**config.mk**
```make
export PLATFORM = sky130hd
export DESIGN_NAME = sample_record_trace_output
export DESIGN_NICKNAME = d
export VERILOG_FILES = /design/src/rtl/sample_trace_pkg.sv /design/src/rtl/sample_packetizer.sv /design/src/rtl/sample_record_trace_output.sv
export SDC_FILE = /design/constraint.sdc
export NUM_CORES = 1
export LEC_CHECK = 0
export BUFFER_PORTS_ARGS = -buffer_cell sky130_fd_sc_hd__clkbuf_2
export CORE_ASPECT_RATIO = 1.25
export CORE_MARGIN = 2
export CORE_UTILIZATION = 56
export DETAILED_ROUTE_END_ITERATION = 10
export PLACE_DENSITY_LB_ADDON = 0.3
export SYNTH_ARGS = -nofsm -noshare
export SYNTH_HDL_FRONTEND = slang
export SYNTH_SLANG_ARGS = --single-unit
export TNS_END_PERCENT = 50
```
**constraint.sdc**
```tcl
create_clock -name ref_clk -period 2.68 [get_ports ref_clk]
set_input_delay 0.134 -clock ref_clk [delete_from_list [all_inputs] [get_ports ref_clk]]
set_output_delay 0.134 -clock ref_clk [all_outputs]
set_load 0.01 [all_outputs]
```
**src/rtl/sample_trace_pkg.sv**
```systemverilog
/*
  Shared constants and types for the sample record router: register
  offsets, field positions, reset values, packet and record carriers.
  Assumes a 32-bit APB register bus with a 12-bit byte address.
*/
`default_nettype none
package sample_trace_pkg;

  localparam int NUM_GP_DEF = 4;
  localparam int CNT_W_DEF = 48;

  localparam logic [11:0] OFF_SEN_LO = 12'h000;
  localparam logic [11:0] OFF_SEN_HI = 12'h004;
  localparam logic [11:0] OFF_CAP = 12'h008;
  localparam logic [11:0] OFF_TRACE_CFG = 12'h00C;
  localparam logic [11:0] OFF_TRACE_STS = 12'h010;
  localparam logic [11:0] OFF_GSTATUS = 12'h014;
  localparam logic [11:0] OFF_IRQ_STS = 12'h018;
  localparam logic [11:0] OFF_IRQ_MASK = 12'h01C;
  localparam logic [11:0] OFF_STATE = 12'h020;
  localparam logic [11:0] OFF_DROPS = 12'h024;
  localparam logic [11:0] RELOAD_BASE = 12'h040;

  // sampling enable register fields (64-bit view)
  localparam int FIXED0_EN_BIT = 32;
  localparam int SEN_IRQ_BIT = 60;
  localparam int SEL_LSB = 61;
  localparam int SEL_MSB = 62;
  localparam logic [1:0] SEL_SAVE = 2'h0;
  localparam logic [1:0] SEL_TRACE = 2'h1;

  localparam int CAP_TRACE_OUT_BIT = 16;
  localparam logic [31:0] CAP_VALUE = 32'h0001_0000;

  localparam int IRQ_RECORD = 0;
  localparam int IRQ_THRESH = 1;
  localparam int IRQ_REGION = 2;
  localparam int IRQ_W = 3;

  localparam logic [63:0] SEN_RST = 64'h0;
  localparam logic [IRQ_W-1:0] IRQ_RST = 3'h0;
  localparam logic [31:0] DROPS_RST = 32'h0;

  localparam logic [7:0] GRP_BASIC = 8'h01;
  localparam logic [7:0] GRP_COUNTER = 8'h02;
  localparam logic [7:0] ITEM_IP = 8'h01;
  localparam logic [7:0] ITEM_TSC = 8'h02;
  localparam logic [7:0] ITEM_CNT_IDX = 8'h03;
  localparam logic [7:0] ITEM_RELOAD = 8'h04;
  localparam logic [2:0] LAST_STEP = 3'h6;

  typedef enum logic [1:0] {
    PKT_BLOCK_BEGIN,
    PKT_BLOCK_ITEM,
    PKT_BLOCK_END
  } pkt_kind_e;

  typedef struct packed {
    pkt_kind_e kind;
    logic [7:0] tag;
    logic [63:0] payload;
  } trace_pkt_s;

  typedef struct packed {
    logic [63:0] ip;
    logic [63:0] tsc;
    logic [7:0] cnt_idx;
    logic [63:0] reload;
  } sample_rec_s;

endpackage : sample_trace_pkg

`default_nettype wire

```
**src/rtl/sample_packetizer.sv**
```systemverilog
/*
  Packetizer: turns one captured sample record into block begin,
  block item and block end packets on a valid/ready stream.
  Assumes start is a one-cycle pulse given only while idle.
*/
`timescale 1ns/1ps
`default_nettype none

module sample_packetizer import sample_trace_pkg::*; (
  input wire logic ref_clk,
  input wire logic arst_n,
  input wire logic start,
  input wire sample_rec_s rec,
  output logic pkt_valid,
  input wire logic pkt_ready,
  output trace_pkt_s pkt,
  output logic done
);

  logic [2:0] step_q;
  logic valid_q;
  trace_pkt_s pkt_q;

  // group order is fixed here; consumers key on headers anyway
  function automatic trace_pkt_s step_pkt(input logic [2:0] s,
                                          input sample_rec_s r);
    trace_pkt_s p;
    p = '{kind: PKT_BLOCK_ITEM, tag: 8'h00, payload: 64'h0};
    case (s)
      3'h0: p = '{PKT_BLOCK_BEGIN, GRP_BASIC, 64'h0};
      3'h1: p.tag = ITEM_IP;
      3'h2: p.tag = ITEM_TSC;
      3'h3: p = '{PKT_BLOCK_BEGIN, GRP_COUNTER, 64'h0};
      3'h4: p.tag = ITEM_CNT_IDX;
      3'h5: p.tag = ITEM_RELOAD;
      default: p = '{PKT_BLOCK_END, 8'h00, 64'h0};
    endcase
    case (s)
      3'h1: p.payload = r.ip;
      3'h2: p.payload = r.tsc;
      3'h4: p.payload = 64'(r.cnt_idx);
      3'h5: p.payload = r.reload;
      default: p.payload = 64'h0;
    endcase
    return p;
  endfunction : step_pkt

  // no format or size header: the sequence is begin/item/end only
  always_ff @(posedge ref_clk or negedge arst_n) begin
    if (!arst_n) begin
      step_q <= 3'h0;
      valid_q <= 1'b0;
      pkt_q <= '0;
    end else if (start) begin
      step_q <= 3'h0;
      valid_q <= 1'b1;
      pkt_q <= step_pkt(3'h0, rec);
    end else if (valid_q && pkt_ready) begin
      if (step_q == LAST_STEP) begin
        valid_q <= 1'b0;
      end else begin
        step_q <= step_q + 3'h1;
        pkt_q <= step_pkt(step_q + 3'h1, rec);
      end
    end
  end

  assign pkt_valid = valid_q;
  assign pkt = pkt_q;
  assign done = valid_q && pkt_ready && (step_q == LAST_STEP);

endmodule : sample_packetizer

`default_nettype wire

```
**src/rtl/sample_record_trace_output.sv**
```systemverilog
/*
  Sample record router: APB register file, counter overflow sampling,
  routing of each record to the save area port or the trace packet
  stream or dropping it, counter reload and interrupt status.
  Assumes all inputs synchronous to ref_clk; overflow inputs are pulses.
*/
`timescale 1ns/1ps
`default_nettype none

module sample_record_trace_output import sample_trace_pkg::*; #(
  parameter int NUM_GP = NUM_GP_DEF,
  parameter int CNT_W = CNT_W_DEF
) (
  input wire logic ref_clk,
  input wire logic arst_n,
  input wire logic [11:0] paddr,
  input wire logic psel,
  input wire logic penable,
  input wire logic pwrite,
  input wire logic [31:0] pwdata,
  output logic [31:0] prdata,
  output logic pready,
  output logic pslverr,
  input wire logic [NUM_GP-1:0] counter_ovf,
  input wire logic fixed0_ovf,
  input wire logic inst_retired,
  input wire logic [63:0] sample_ip,
  input wire logic [63:0] sample_tsc,
  input wire logic trace_trigger_enable,
  input wire logic trace_context_enable,
  input wire logic trace_filter_enable,
  input wire logic region_full,
  input wire logic save_threshold,
  input wire logic save_overflow,
  input wire logic [CNT_W-1:0] save_reload_value,
  output logic save_valid,
  input wire logic save_ready,
  output sample_rec_s save_rec,
  output logic pkt_valid,
  input wire logic pkt_ready,
  output trace_pkt_s pkt,
  output logic reload_valid,
  output logic [$clog2(NUM_GP+1)-1:0] reload_idx,
  output logic [CNT_W-1:0] reload_value,
  output logic perf_interrupt
);

  localparam int CNT_NUM = NUM_GP + 1;
  localparam int IDX_W = $clog2(CNT_NUM);
  localparam int FIXED0 = NUM_GP;

  typedef enum logic [1:0] {
    S_IDLE,
    S_SAVE,
    S_PKT
  } state_e;

  state_e state_q;
  logic [63:0] sen_q;
  logic [IRQ_W-1:0] irq_sts_q;
  logic [IRQ_W-1:0] irq_mask_q;
  logic region_irq_en_q;
  logic ovf_flag_q;
  logic [CNT_W-1:0] reload_q [CNT_NUM];
  logic [CNT_NUM-1:0] pend_q;
  logic fx_arm_q;
  logic [31:0] drop_cnt_q;
  sample_rec_s rec_q;
  logic save_valid_q;
  logic pk_start_q;
  logic reload_valid_q;
  logic [IDX_W-1:0] reload_idx_q;
  logic [CNT_W-1:0] reload_value_q;
  logic [31:0] prdata_q;
  logic pslverr_q;

  logic wr_en;
  logic rd_setup;
  logic [1:0] out_sel;
  logic save_mode;
  logic trace_mode;
  logic [CNT_NUM-1:0] pend_set;
  logic [CNT_NUM-1:0] take_vec;
  logic [IDX_W-1:0] pick;
  logic take;
  logic rec_done;
  logic pk_done;
  logic [IRQ_W-1:0] irq_set;
  logic [IRQ_W-1:0] irq_clr;
  logic [31:0] rd_d;
  logic err_d;

  function automatic logic rl_hit(input logic [11:0] a);
    return (a >= RELOAD_BASE) && (a < RELOAD_BASE + 12'(8 * CNT_NUM));
  endfunction : rl_hit

  function automatic logic [IDX_W-1:0] rl_idx(input logic [11:0] a);
    logic [11:0] d;
    d = (a - RELOAD_BASE) >> 3;
    return d[IDX_W-1:0];
  endfunction : rl_idx

  // lowest index first; a steady overflow on one counter can starve
  // higher ones only if it retriggers faster than a record drains
  function automatic logic [IDX_W-1:0] first_set(
      input logic [CNT_NUM-1:0] v);
    logic [IDX_W-1:0] r;
    r = '0;
    for (int i = CNT_NUM - 1; i >= 0; i--) begin
      if (v[i]) begin
        r = IDX_W'(i);
      end
    end
    return r;
  endfunction : first_set

  assign wr_en = psel && penable && pwrite;
  assign rd_setup = psel && !penable;
  assign out_sel = sen_q[SEL_MSB:SEL_LSB];
  assign save_mode = (out_sel == SEL_SAVE);
  assign trace_mode = (out_sel == SEL_TRACE);

  // register bus: data latched in setup, answered in the first access
  always_comb begin
    logic [63:0] rl_word;
    rl_word = 64'(reload_q[rl_idx(paddr)]);
    rd_d = 32'h0;
    err_d = 1'b0;
    case (paddr)
      OFF_SEN_LO: rd_d = sen_q[31:0];
      OFF_SEN_HI: rd_d = sen_q[63:32];
      OFF_CAP: rd_d = CAP_VALUE;
      OFF_TRACE_CFG: rd_d = {31'h0, region_irq_en_q};
      // context and filter only mirrored, never used
      OFF_TRACE_STS: rd_d = {29'h0, trace_filter_enable,
                             trace_context_enable, trace_trigger_enable};
      OFF_GSTATUS: rd_d = {31'h0, ovf_flag_q};
      OFF_IRQ_STS: rd_d = 32'(irq_sts_q);
      OFF_IRQ_MASK: rd_d = 32'(irq_mask_q);
      OFF_STATE: rd_d = {14'h0, fx_arm_q, 15'(pend_q), 2'(state_q)};
      OFF_DROPS: rd_d = drop_cnt_q;
      default: begin
        if (rl_hit(paddr)) begin
          rd_d = paddr[2] ? rl_word[63:32] : rl_word[31:0];
        end else begin
          err_d = 1'b1;
        end
      end
    endcase
  end

  always_ff @(posedge ref_clk or negedge arst_n) begin
    if (!arst_n) begin
      prdata_q <= 32'h0;
      pslverr_q <= 1'b0;
    end else if (rd_setup) begin
      prdata_q <= pwrite ? 32'h0 : rd_d;
      pslverr_q <= err_d;
    end
  end

  assign prdata = prdata_q;
  assign pready = 1'b1;
  assign pslverr = pslverr_q && psel && penable;

  // config registers
  always_ff @(posedge ref_clk or negedge arst_n) begin
    if (!arst_n) begin
      sen_q <= SEN_RST;
      irq_mask_q <= IRQ_RST;
      region_irq_en_q <= 1'b0;
    end else if (wr_en && !pslverr_q) begin
      case (paddr)
        OFF_SEN_LO: sen_q[31:0] <= pwdata;
        OFF_SEN_HI: sen_q[63:32] <= pwdata;
        OFF_TRACE_CFG: region_irq_en_q <= pwdata[0];
        OFF_IRQ_MASK: irq_mask_q <= pwdata[IRQ_W-1:0];
        default: ;
      endcase
    end
  end

  // reload registers, one per counter, two words each
  always_ff @(posedge ref_clk or negedge arst_n) begin
    if (!arst_n) begin
      for (int i = 0; i < CNT_NUM; i++) begin
        reload_q[i] <= '0;
      end
    end else if (wr_en && rl_hit(paddr)) begin
      logic [63:0] w;
      w = 64'(reload_q[rl_idx(paddr)]);
      if (paddr[2]) begin
        w[63:32] = pwdata;
      end else begin
        w[31:0] = pwdata;
      end
      reload_q[rl_idx(paddr)] <= w[CNT_W-1:0];
    end
  end

  // overflow capture; general counters sample at once (counter zero
  // keeps its reduced-skid path this way)
  genvar g;
  generate
    for (g = 0; g < NUM_GP; g++) begin : gp_pend
      assign pend_set[g] = counter_ovf[g] && sen_q[g];
    end
  endgenerate
  // fixed counter 0 samples at the next retired instruction
  assign pend_set[FIXED0] = fx_arm_q && inst_retired;

  always_ff @(posedge ref_clk or negedge arst_n) begin
    if (!arst_n) begin
      fx_arm_q <= 1'b0;
    end else if (fixed0_ovf && sen_q[FIXED0_EN_BIT]) begin
      fx_arm_q <= 1'b1;
    end else if (inst_retired) begin
      fx_arm_q <= 1'b0;
    end
  end

  assign take = (state_q == S_IDLE) && (|pend_q);
  assign pick = first_set(pend_q);
  assign take_vec = take ? (CNT_NUM'(1) << pick) : '0;

  // new overflow wins over the clear of a taken request
  always_ff @(posedge ref_clk or negedge arst_n) begin
    if (!arst_n) begin
      pend_q <= '0;
    end else begin
      pend_q <= (pend_q & ~take_vec) | pend_set;
    end
  end

  // reload on every trigger, whatever the route or trigger enable
  always_ff @(posedge ref_clk or negedge arst_n) begin
    if (!arst_n) begin
      reload_valid_q <= 1'b0;
      reload_idx_q <= '0;
      reload_value_q <= '0;
    end else begin
      reload_valid_q <= take;
      if (take) begin
        reload_idx_q <= pick;
        // save mode takes its value from the save area side
        reload_value_q <= save_mode ? save_reload_value
                                    : reload_q[pick];
      end
    end
  end

  assign reload_valid = reload_valid_q;
  assign reload_idx = reload_idx_q;
  assign reload_value = reload_value_q;

  // routing state machine
  always_ff @(posedge ref_clk or negedge arst_n) begin
    if (!arst_n) begin
      state_q <= S_IDLE;
      rec_q <= '0;
      save_valid_q <= 1'b0;
      pk_start_q <= 1'b0;
      drop_cnt_q <= DROPS_RST;
    end else begin
      pk_start_q <= 1'b0;
      case (state_q)
        S_IDLE: begin
          if (take) begin
            rec_q <= '{ip: sample_ip, tsc: sample_tsc,
                       cnt_idx: 8'(pick),
                       reload: 64'(save_mode ? save_reload_value
                                             : reload_q[pick])};
            if (save_mode) begin
              state_q <= S_SAVE;
              save_valid_q <= 1'b1;
            end else if (trace_mode && trace_trigger_enable) begin
              state_q <= S_PKT;
              pk_start_q <= 1'b1;
            end else begin
              // trigger off or reserved selector: record dropped
              drop_cnt_q <= drop_cnt_q + 32'h1;
            end
          end
        end
        S_SAVE: begin
          if (save_ready) begin
            save_valid_q <= 1'b0;
            state_q <= S_IDLE;
          end
        end
        S_PKT: begin
          if (pk_done) begin
            state_q <= S_IDLE;
          end
        end
        default: state_q <= S_IDLE;
      endcase
    end
  end

  assign save_valid = save_valid_q;
  assign save_rec = rec_q;

  sample_packetizer sample_packetizer_inst (
    .ref_clk(ref_clk),
    .arst_n(arst_n),
    .start(pk_start_q),
    .rec(rec_q),
    .pkt_valid(pkt_valid),
    .pkt_ready(pkt_ready),
    .pkt(pkt),
    .done(pk_done)
  );

  assign rec_done = ((state_q == S_SAVE) && save_ready)
                 || ((state_q == S_PKT) && pk_done);

  // interrupt sources
  always_comb begin
    irq_set = '0;
    irq_set[IRQ_RECORD] = rec_done && sen_q[SEN_IRQ_BIT];
    irq_set[IRQ_THRESH] = save_threshold && save_mode;
    irq_set[IRQ_REGION] = region_full && region_irq_en_q
                          && trace_mode;
  end

  assign irq_clr = (wr_en && paddr == OFF_IRQ_STS) ? pwdata[IRQ_W-1:0]
                                                   : '0;

  // set wins over a write-one-to-clear in the same cycle
  always_ff @(posedge ref_clk or negedge arst_n) begin
    if (!arst_n) begin
      irq_sts_q <= IRQ_RST;
    end else begin
      irq_sts_q <= (irq_sts_q & ~irq_clr) | irq_set;
    end
  end

  always_ff @(posedge ref_clk or negedge arst_n) begin
    if (!arst_n) begin
      ovf_flag_q <= 1'b0;
    end else if (save_overflow && save_mode) begin
      ovf_flag_q <= 1'b1;
    end else if (wr_en && paddr == OFF_GSTATUS && pwdata[0]) begin
      ovf_flag_q <= 1'b0;
    end
  end

  assign perf_interrupt = |(irq_sts_q & irq_mask_q);

endmodule : sample_record_trace_output

`default_nettype wire

```
# Word level (Yosys, flattened, before mapping)
# Index checks and enable logic that the tools add are counted.
# totals
input_bits	239
ff_bits	712
# classes
eq_ne	24
shift	1
bitwise	11
reduce_logical	58
n_mux	58
addsub	3
order_cmp	5
# ops
op	count
$mux 48	7
$pmux 32 s10	1
$bmux 48 s3	2
$pmux 64 s4	1
$bwmux 240	1
$mux 74	3
$mux 32	5
$demux 48 s3	1
$eq 12x5->1 const B	4
$add 32x1->32 const B	1
$mux 16	2
$logic_and 1x1->1	29
$mux 3	9
$eq 12x4->1 const B	2
$eq 12x6->1 const B	2
$mux 1	16
$reduce_and 2->1	7
$eq 12x3->1 const B	1
$ge 12x7->1 const B	1
$logic_not 12->1	1
$lt 12x7->1 const B	1
$pmux 3 s4	1
$reduce_and 4->1	3
$mux 2	5
other kinds (34)	54

# Logic depth before layout (Yosys ltp)
# Gate-level depths: netlist of the first run.
# logic_depth
depth_word	10
mapped_depth	10
ltp_nobuf	7

# By module
# From an unflattened synthesis of the first run, not the netlist that was laid out.
# hier_totals
cells_unflattened	2994
area_unflattened_um2	31813.0
# modules_own_cells
module	seq_area_each_um2	area_per_inst_um2	cells_each	n_inst
sample_record_trace_output	14188.6	27545.2	2638	1
sample_packetizer	1826.8	4267.8	356	1

# Worst setup path before layout of the first run
# Ideal clock, no wire load.
# synth_path
path_kind	register to register
start	register sample_packetizer_inst.step_q[0]
end	register sample_packetizer_inst.pkt_q, in the netlist sample_packetizer_inst.pkt[11]
path_stages_with_launch	8
setup_time_ns	0.083
t_required_ns	2.597
t_arrival_ns	1.975
path_slack_ns	0.622
path_cell_list	dfrtp_1 ha_1 xnor2_1 and2_1 clkbuf_1 clkbuf_1 a22oi_1 o21ai_0
# synth_via
elab_chain_cells	6
# synth_lines
item	line_no	text
from (decl)	sample_packetizer.sv:20	logic [2:0] step_q;
from (signal assigned)	sample_packetizer.sv:62	step_q <= step_q + 3'h1;
$add 3x1->3	sample_packetizer.sv:63	pkt_q <= step_pkt(step_q + 3'h1, rec);
$eq 3x3->1, or another cell as far along	sample_packetizer.sv:38	case (s)
$pmux 64 s4	sample_packetizer.sv:38	
$mux 74	sample_packetizer.sv:59	if (step_q == LAST_STEP) begin
$mux 74	sample_packetizer.sv:58	end else if (valid_q && pkt_ready) begin
$mux 74	sample_packetizer.sv:54	end else if (start) begin
to (signal assigned)	sample_packetizer.sv:57	pkt_q <= step_pkt(3'h0, rec);
to (signal assigned)	sample_packetizer.sv:63	
to (decl)	sample_packetizer.sv:22	trace_pkt_s pkt_q;
# Parallel ways exist; a longest one is shown, timed or not. The select of a mux whose other input is x is not followed.
# A chain may end at the register's enable or synchronous reset.

# Worst setup path after layout of the first run
# layout_path
start	register pend_q[2]
end	register drop_cnt_q[30]
# layout_via
elab_chain_cells	3
# layout_lines
item	line_no	text
from (decl)	sample_record_trace_output.sv:65	logic [CNT_NUM-1:0] pend_q;
from (signal assigned)	sample_record_trace_output.sv:231	pend_q <= (pend_q & ~take_vec) | pend_set;
$reduce_or 5->1	sample_record_trace_output.sv:222	assign take = (state_q == S_IDLE) && (|pend_q);
$logic_and 1x1->1	sample_record_trace_output.sv:222	
$reduce_and 4->1 (no line)	-	
to (signal assigned)	sample_record_trace_output.sv:281	drop_cnt_q <= drop_cnt_q + 32'h1;
to (decl)	sample_record_trace_output.sv:67	logic [31:0] drop_cnt_q;
# Every way passes these cells.

==> results of run 1 <==
==> critical path: cells and delay by family (launching register included) <==
kind                      cells  cell delay, ns
AOI/OAI and AO/OA             1            0.67
xor gates and xnor gates      1            0.16
DFF                           1            0.42
and+or+nand+nor               3            1.16
==> cells by family after synthesis <==
| kind of cell | after synthesis | share of synthesized area |
|---|---|---|
| muxes | 354 | 0.148 |
| buffers and inverters | 330 | 0.0532 |
| xor gates and xnor gates | 35 | 0.00976 |
| and+or+nand+nor | 1045 | 0.137 |
| DFF | 640 | 0.510 |
| AOI/OAI and AO/OA | 697 | 0.140 |
| other | 2 | 0.000239 |
| adders and majority gates | 6 | 0.00239 |
==> sequential cells by signal, indices dropped and copies added (netlist names), 2 cells and up <==
name / cells
reload_q: 240
save_rec: 128
sample_packetizer_inst.pkt: 69
sen_q: 64
reload_value: 48
drop_cnt_q: 32
prdata: 32
pend_q: 5
irq_mask_q: 3
irq_sts_q: 3
reload_idx: 3
sample_packetizer_inst.step_q: 3
state_q: 2
==> per-layer routing <==
metal / part of all wire / up-vias / global-route usage / routed length [microns]
met5: 0.00014 / - / 0 / 17
met4: 0.060 / 2 / 0.210 / 7180
met3: 0.12 / 448 / 0.104 / 14000
met2: 0.45 / 2118 / 0.623 / 54300
met1: 0.37 / 14384 / 0.524 / 44000
li1: - / 12241 / - / -
==> area by class of cell <==
type / instances / area [sq um] / area share
inverters: 27 / 106 / 0.00268
repair buffers: 942 / 6640 / 0.167
multi-input cells: 2164 / 13900 / 0.350
clock inverters: 27 / 345 / 0.00869
clock buffers: 88 / 1760 / 0.0442
flip-flops and latches: 640 / 16000 / 0.403
well taps: 742 / 928 / 0.0234
diodes: 6 / 15.0 / 0.000378
==> path summary, 6_finish.rpt <==
path / startpoint / endpoint / slack [ns] / depth (start not counted)
worst min-delay path: trace_context_enable / prdata[1] / 0.08 / 5
max in group asynchronous: arst_n / reload_q[199] / 1.61 / 3
worst min register to register: sample_packetizer_inst.pkt[59] / sample_packetizer_inst.pkt[59] / 0.48 / 2
worst max-delay path: pend_q[2] / drop_cnt_q[30] / 0.13 / 5
min in group asynchronous: arst_n / save_rec[93] / 0.09 / 2
worst max register to register: pend_q[2] / drop_cnt_q[30] / 0.13 / 5
==> repair_timing <==
item                      in CTS  in global routing
hold endpoints to repair     545                  0
hold buffers                 226                  0
setup buffers                  0                  0
==> metrics by stage <==
stage	hold slack, ns	std cells
global route	0.104	4635
CTS	0.0498	4630
floorplan	-0.162	3134
global placement	0.137	4289
finish	0.0764	4636
detailed placement	0.135	4289
==> cell usage in the layout, fill, tap and decap left out, types with 10 or more instances in the layout <==
cell type      instances
nor2_1                59
o31ai_1               10
nand3_1               30
o21ai_0              251
a21oi_1              110
mux4_2                56
o22ai_1               17
dlygate4sd3_1        226
inv_1                 26
xnor2_1               14
a22oi_1               70
conb_1                27
buf_12                34
nor3_1                16
o221ai_1              14
clkbuf_2             571
xor2_1                19
nand2_1              846
mux2i_1               70
a221oi_1              35
buf_4                109
a32o_1                14
clkbuf_16             61
mux2_2               157
a222oi_1              10
a22o_1                11
mux2_4                30
o21ai_1               44
o2bb2ai_1             20
clkbuf_8              13
mux2_1                41
clkbuf_1              14
dfrtp_1              640
nand2b_1              10
a21o_1                50
clkinv_2              13
and4_1                10
==> power by group through the flow <==
stage / sequential [uW] / combinational, uW / clock, uW
6_report: 13000 / 7230 / 9200
5_1_grt: 13000 / 7800 / 9630
4_1_cts: 12800 / 7060 / 9230
3_5_place_dp: 13000 / 6750 / 0
3_3_place_gp: 13000 / 6600 / 0
2_1_floorplan: 12700 / 3110 / 0
==> impl_metrics.json, run 1 <==
{
  "final_net_count": 4081,
  "fin_tns_setup_ns": 0,
  "max-cap-violations": 0,
  "cts-root-buf": "clkbuf_16",
  "cts_tree": "done",
  "synth-seq-cells": 640,
  "pwr-share-clk": 0.313,
  "dp_slack_ns": 0.178,
  "ant_nets": 0,
  "clk_latency_ns": 0.65,
  "synth_top_cell_by_area": "dfrtp_1",
  "synthFlopType": "dfrtp_1",
  "worstPathRequired_ns": 3.20,
  "layout-drive-gt1-share": 0.280,
  "fillers": 4009,
  "dp_hpwl_mm": 81.4,
  "postCtsResizedCells": 0,
  "async_reset_ff_frac": 1.00,
  "ys.warnings.count": 0,
  "clock.fmax_ghz": 0.392,
  "status": "complete, no violations",
  "power_uw": 29400,
  "sw_frac_of_total": 0.360,
  "p_seq_frac": 0.441,
  "grt_max_degree": 97,
  "yosys.cell_count.top_type": "nand2_1",
  "cpPeakStageDelay_ns": 0.67,
  "design_area_sq_um": 39700,
  "yosys-top-cells-count": "nand2_1 (846), dfrtp_1 (640), o21ai_0 (251)",
  "synth_top_area_frac": 0.510,
  "critPathLaunchType": "flop",
  "die_y_microns": 269,
  "wl_mm": 120,
  "vias": 29193,
  "setup_slack_ns": 0.127,
  "synth_cell_types": 78,
  "chipWidth_microns": 216,
  "cp_max_fo": 8,
  "drt-initial-drc-count": 3495,
  "routedWlPerCell_microns": 25.8,
  "numCtsBuffers": 61,
  "synth.avg_cell_area_sq_um": 10.1,
  "clock_skew_ns": 0.0193,
  "first_global_vias": 28249,
  "start_util": 0.564,
  "dr.pass1.iters": 6,
  "hold_class": "input port to flop",
  "p_per_area_nw_per_um2": 740,
  "track_usage": 0.402,
  "switchingPower_uw": 10600,
  "grt_overflow": 0,
  "crit_slowest_cell": "o221ai_1",
  "p_leak_uw": 0.0199,
  "rows": 97,
  "coreArea_sq_um": 55700,
  "arrival_ns": 3.07,
  "hold_violations": 0,
  "die-area_sq_um": 58000,
  "clock_path_buffers": 3,
  "crit_type": "flop to flop",
  "synth_area_leaders": "dfrtp_1 (51%), nand2_1 (10%), mux2_2 (5.6%), mux4_2 (4.0%), o21ai_0 (4.0%)",
  "crit_path_cell_trace": "or4_1, o221ai_1, or3_1, nor3_1, xor2_1",
  "rsz0062_at_grt": "no",
  "end_kind": "flop",
  "antenna_found_initial": 6,
  "portBuffers": 574,
  "placed_area_sq_um": 35300,
  "comb_power_share": 0.246,
  "finalWeightedCongestion": 0.997,
  "final_util": 0.713,
  "ys_seq_area_frac": 0.510,
  "synthCells": 3109,
  "syn_area_sq_um": 31400,
  "slew_violations": 0,
  "route.detailed.drc": 0,
  "finalCritPeriodShare": 0.953,
  "area_delta_synth_final_pct": 26.4,
  "slew_headroom": 0.444,
  "vdd_ir_drop_max_mv": 0.630,
  "tightest_slew_ns": 0.826,
  "power.internal_uw": 18800,
  "period_needed_ns": 2.55,
  "io_pins": 602,
  "clk_pin_slew_ns": 0.07,
  "viasPerCell": 6.30,
  "setup_viol": 0,
  "synth_edf_count": 0,
  "grt_pass1_wl_mm": 176,
  "cts_sinks": 640,
  "h-tree-depth": 2
}
Note: power is estimated with default switching activity, not from simulation.
==> run 2: changes to the inputs <==
--- a/config.mk
+++ b/config.mk
@@ -8,7 +8,7 @@
 export BUFFER_PORTS_ARGS = -buffer_cell sky130_fd_sc_hd__clkbuf_2
 export CORE_ASPECT_RATIO = 1.25
 export CORE_MARGIN = 2
-export CORE_UTILIZATION = 56
+export CORE_UTILIZATION = 25
 export DETAILED_ROUTE_END_ITERATION = 10
 export PLACE_DENSITY_LB_ADDON = 0.3
 export SYNTH_ARGS = -nofsm -noshare
==> run 2 against run 1 <==
Compared with the run above: design area up 3.5%; power up 1.6%; critical endpoint is now save_rec[76]; largest cell class unchanged; global-route usage down 21 points; largest power group unchanged.
==> impl_metrics.json, run 2 (synthesized netlist as in run 1, its figures left out) <==
{
  "p_leak_uw": 0.0200,
  "vias": 26870,
  "routedWlPerCell_microns": 23.4,
  "chipWidth_microns": 321,
  "antenna_found_initial": 11,
  "crit_top_cell": "nand2_1",
  "hold_violations": 0,
  "postCtsResizedCells": 0,
  "dp_hpwl_mm": 91.7,
  "path_delay_family": "simple AND/OR/NAND/NOR gates",
  "slew_violations": 0,
  "clock_path_buffers": 3,
  "hold_class": "input port to flop",
  "ant_nets": 0,
  "portBuffers": 574,
  "worst-path-buf-inv": 1,
  "die-area_sq_um": 129000,
  "grt_pass1_wl_mm": 189,
  "largest_register_ffs": 240,
  "fin_tns_setup_ns": 0,
  "rsz0062_at_grt": "no",
  "crit_type": "flop to flop",
  "final_common_cell": "nand2_1",
  "coreArea_sq_um": 125000,
  "final_net_count": 4081,
  "p_per_area_nw_per_um2": 727,
  "track_usage": 0.196,
  "viasPerCell": 4.88,
  "period_needed_ns": 2.57,
  "finalCritPeriodShare": 0.960,
  "drt-initial-drc-count": 2141,
  "vdd_ir_drop_max_mv": 0.403,
  "grt_max_degree": 180,
  "met2_length_mm": 62.1,
  "numCtsBuffers": 72,
  "cts-root-buf": "clkbuf_16",
  "clk_latency_ns": 0.66,
  "cp_max_fo": 179,
  "mostFrequentLayoutCells": "nand2_1 (846), dfrtp_1 (640), clkbuf_2 (571)",
  "top_layer_used": "met5",
  "first_global_vias": 26772,
  "post-cts-setup-buffers": 0,
  "cts_sinks": 640,
  "clock_skew_ns": 0.0295,
  "worstPathRequired_ns": 3.26,
  "grt_overflow": 0,
  "hold_start": "save_reload_value[40]",
  "cpPeakStageDelay_ns": 0.64,
  "finalWeightedCongestion": 0.865,
  "area_delta_synth_final_pct": 30.8,
  "tightest_slew_ns": 1.16,
  "wl_mm": 129,
  "max-cap-violations": 0,
  "slew_headroom": 0.229,
  "status": "complete, no violations",
  "critPathLaunchType": "flop",
  "crit_path_cell_trace": "or4_1, o21ai_4, buf_12, nand2_1, nand2_1",
  "r2r-start": "pend_q[3]",
  "route.detailed.drc": 0,
  "dr.pass1.iters": 6,
  "arrival_ns": 3.15,
  "drt-met1-wl_mm": 55.0,
  "rows": 145,
  "setup_viol": 0,
  "clock.fmax_ghz": 0.389,
  "largest_register": "reload_q",
  "dr_wl_met3_mm": 7.44,
  "io_pins": 602,
  "clk_pin_slew_ns": 0.06,
  "cts_tree": "done",
  "h-tree-depth": 3,
  "fillers": 12829,
  "die_y_microns": 400,
  "dp_slack_ns": 0.172,
  "start_util": 0.252,
  "hold_buffers": 227,
  "layout-drive-gt1-share": 0.281,
  "crit_slowest_cell": "or4_1",
  "setup_slack_ns": 0.107,
  "end_kind": "flop",
  "crit_start": "pend_q[3]"
}
==> run 2: layout make-up <==
| class | count | area (sq um) | share of cell area |
|---|---|---|---|
| diodes | 2 | 5.00 | 0.000122 |
| clock buffers | 102 | 2110 | 0.0514 |
| clock inverters | 22 | 333 | 0.00810 |
| inverters | 27 | 106 | 0.00259 |
| multi-input cells | 2164 | 13900 | 0.339 |
| flip-flops and latches | 640 | 16000 | 0.390 |
| well taps | 1617 | 2020 | 0.0492 |
| repair buffers | 931 | 6580 | 0.160 |
==> run 2: where the power goes <==
part / internal, uW / switching (uW) / leakage [uW] / total [uW]
sequential: 11000 / 1790 / 0.00863 / 12800
clock: 5940 / 4400 / 0.00120 / 10300
combinational: 2560 / 4190 / 0.0102 / 6750
total: 19500 / 10400 / 0.0200 / 29900
==> run 2: path summary, 6_finish.rpt <==
check	to	slack, ns	cells past startpoint
max in group asynchronous	save_rec[141]	1.71	4
min in group asynchronous	reload_q[149]	0.12	3
setup / recovery	save_rec[76]	0.11	5
setup reg to reg	save_rec[76]	0.11	5
hold / removal	reload_value[40]	0.08	3
hold reg to reg	sample_packetizer_inst.pkt[57]	0.48	2
==> run 2: worst min-delay path, stage by stage <==
cell	delay, ns
clkbuf_2	0.07
o21ai_0	0.24
o21ai_0	0.23
==> run 2: through the flow <==
step                      std cells  area [sq um]  utilization  hold WS (ns)  total power (uW)
after floorplan                3134         31500            -        -0.162             15800
after global placement         5152         36400        0.291        0.0403             19400
after detailed placement       5152         36400        0.291        0.0353             19500
after CTS                      5503         41100        0.329        0.0377             30300
after global routing           5504         41100        0.329        0.0590             31400
final                          5505         41100        0.329        0.0803             29900
==> run 2: metal layers <==
| metal | vias to the layer above | track usage |
|---|---|---|
| met4 | 14 | 0.0686 |
| met2 | 954 | 0.327 |
| li1 | 12248 | - |
| met5 | - | 0 |
| met3 | 185 | 0.0335 |
| met1 | 13469 | 0.255 |
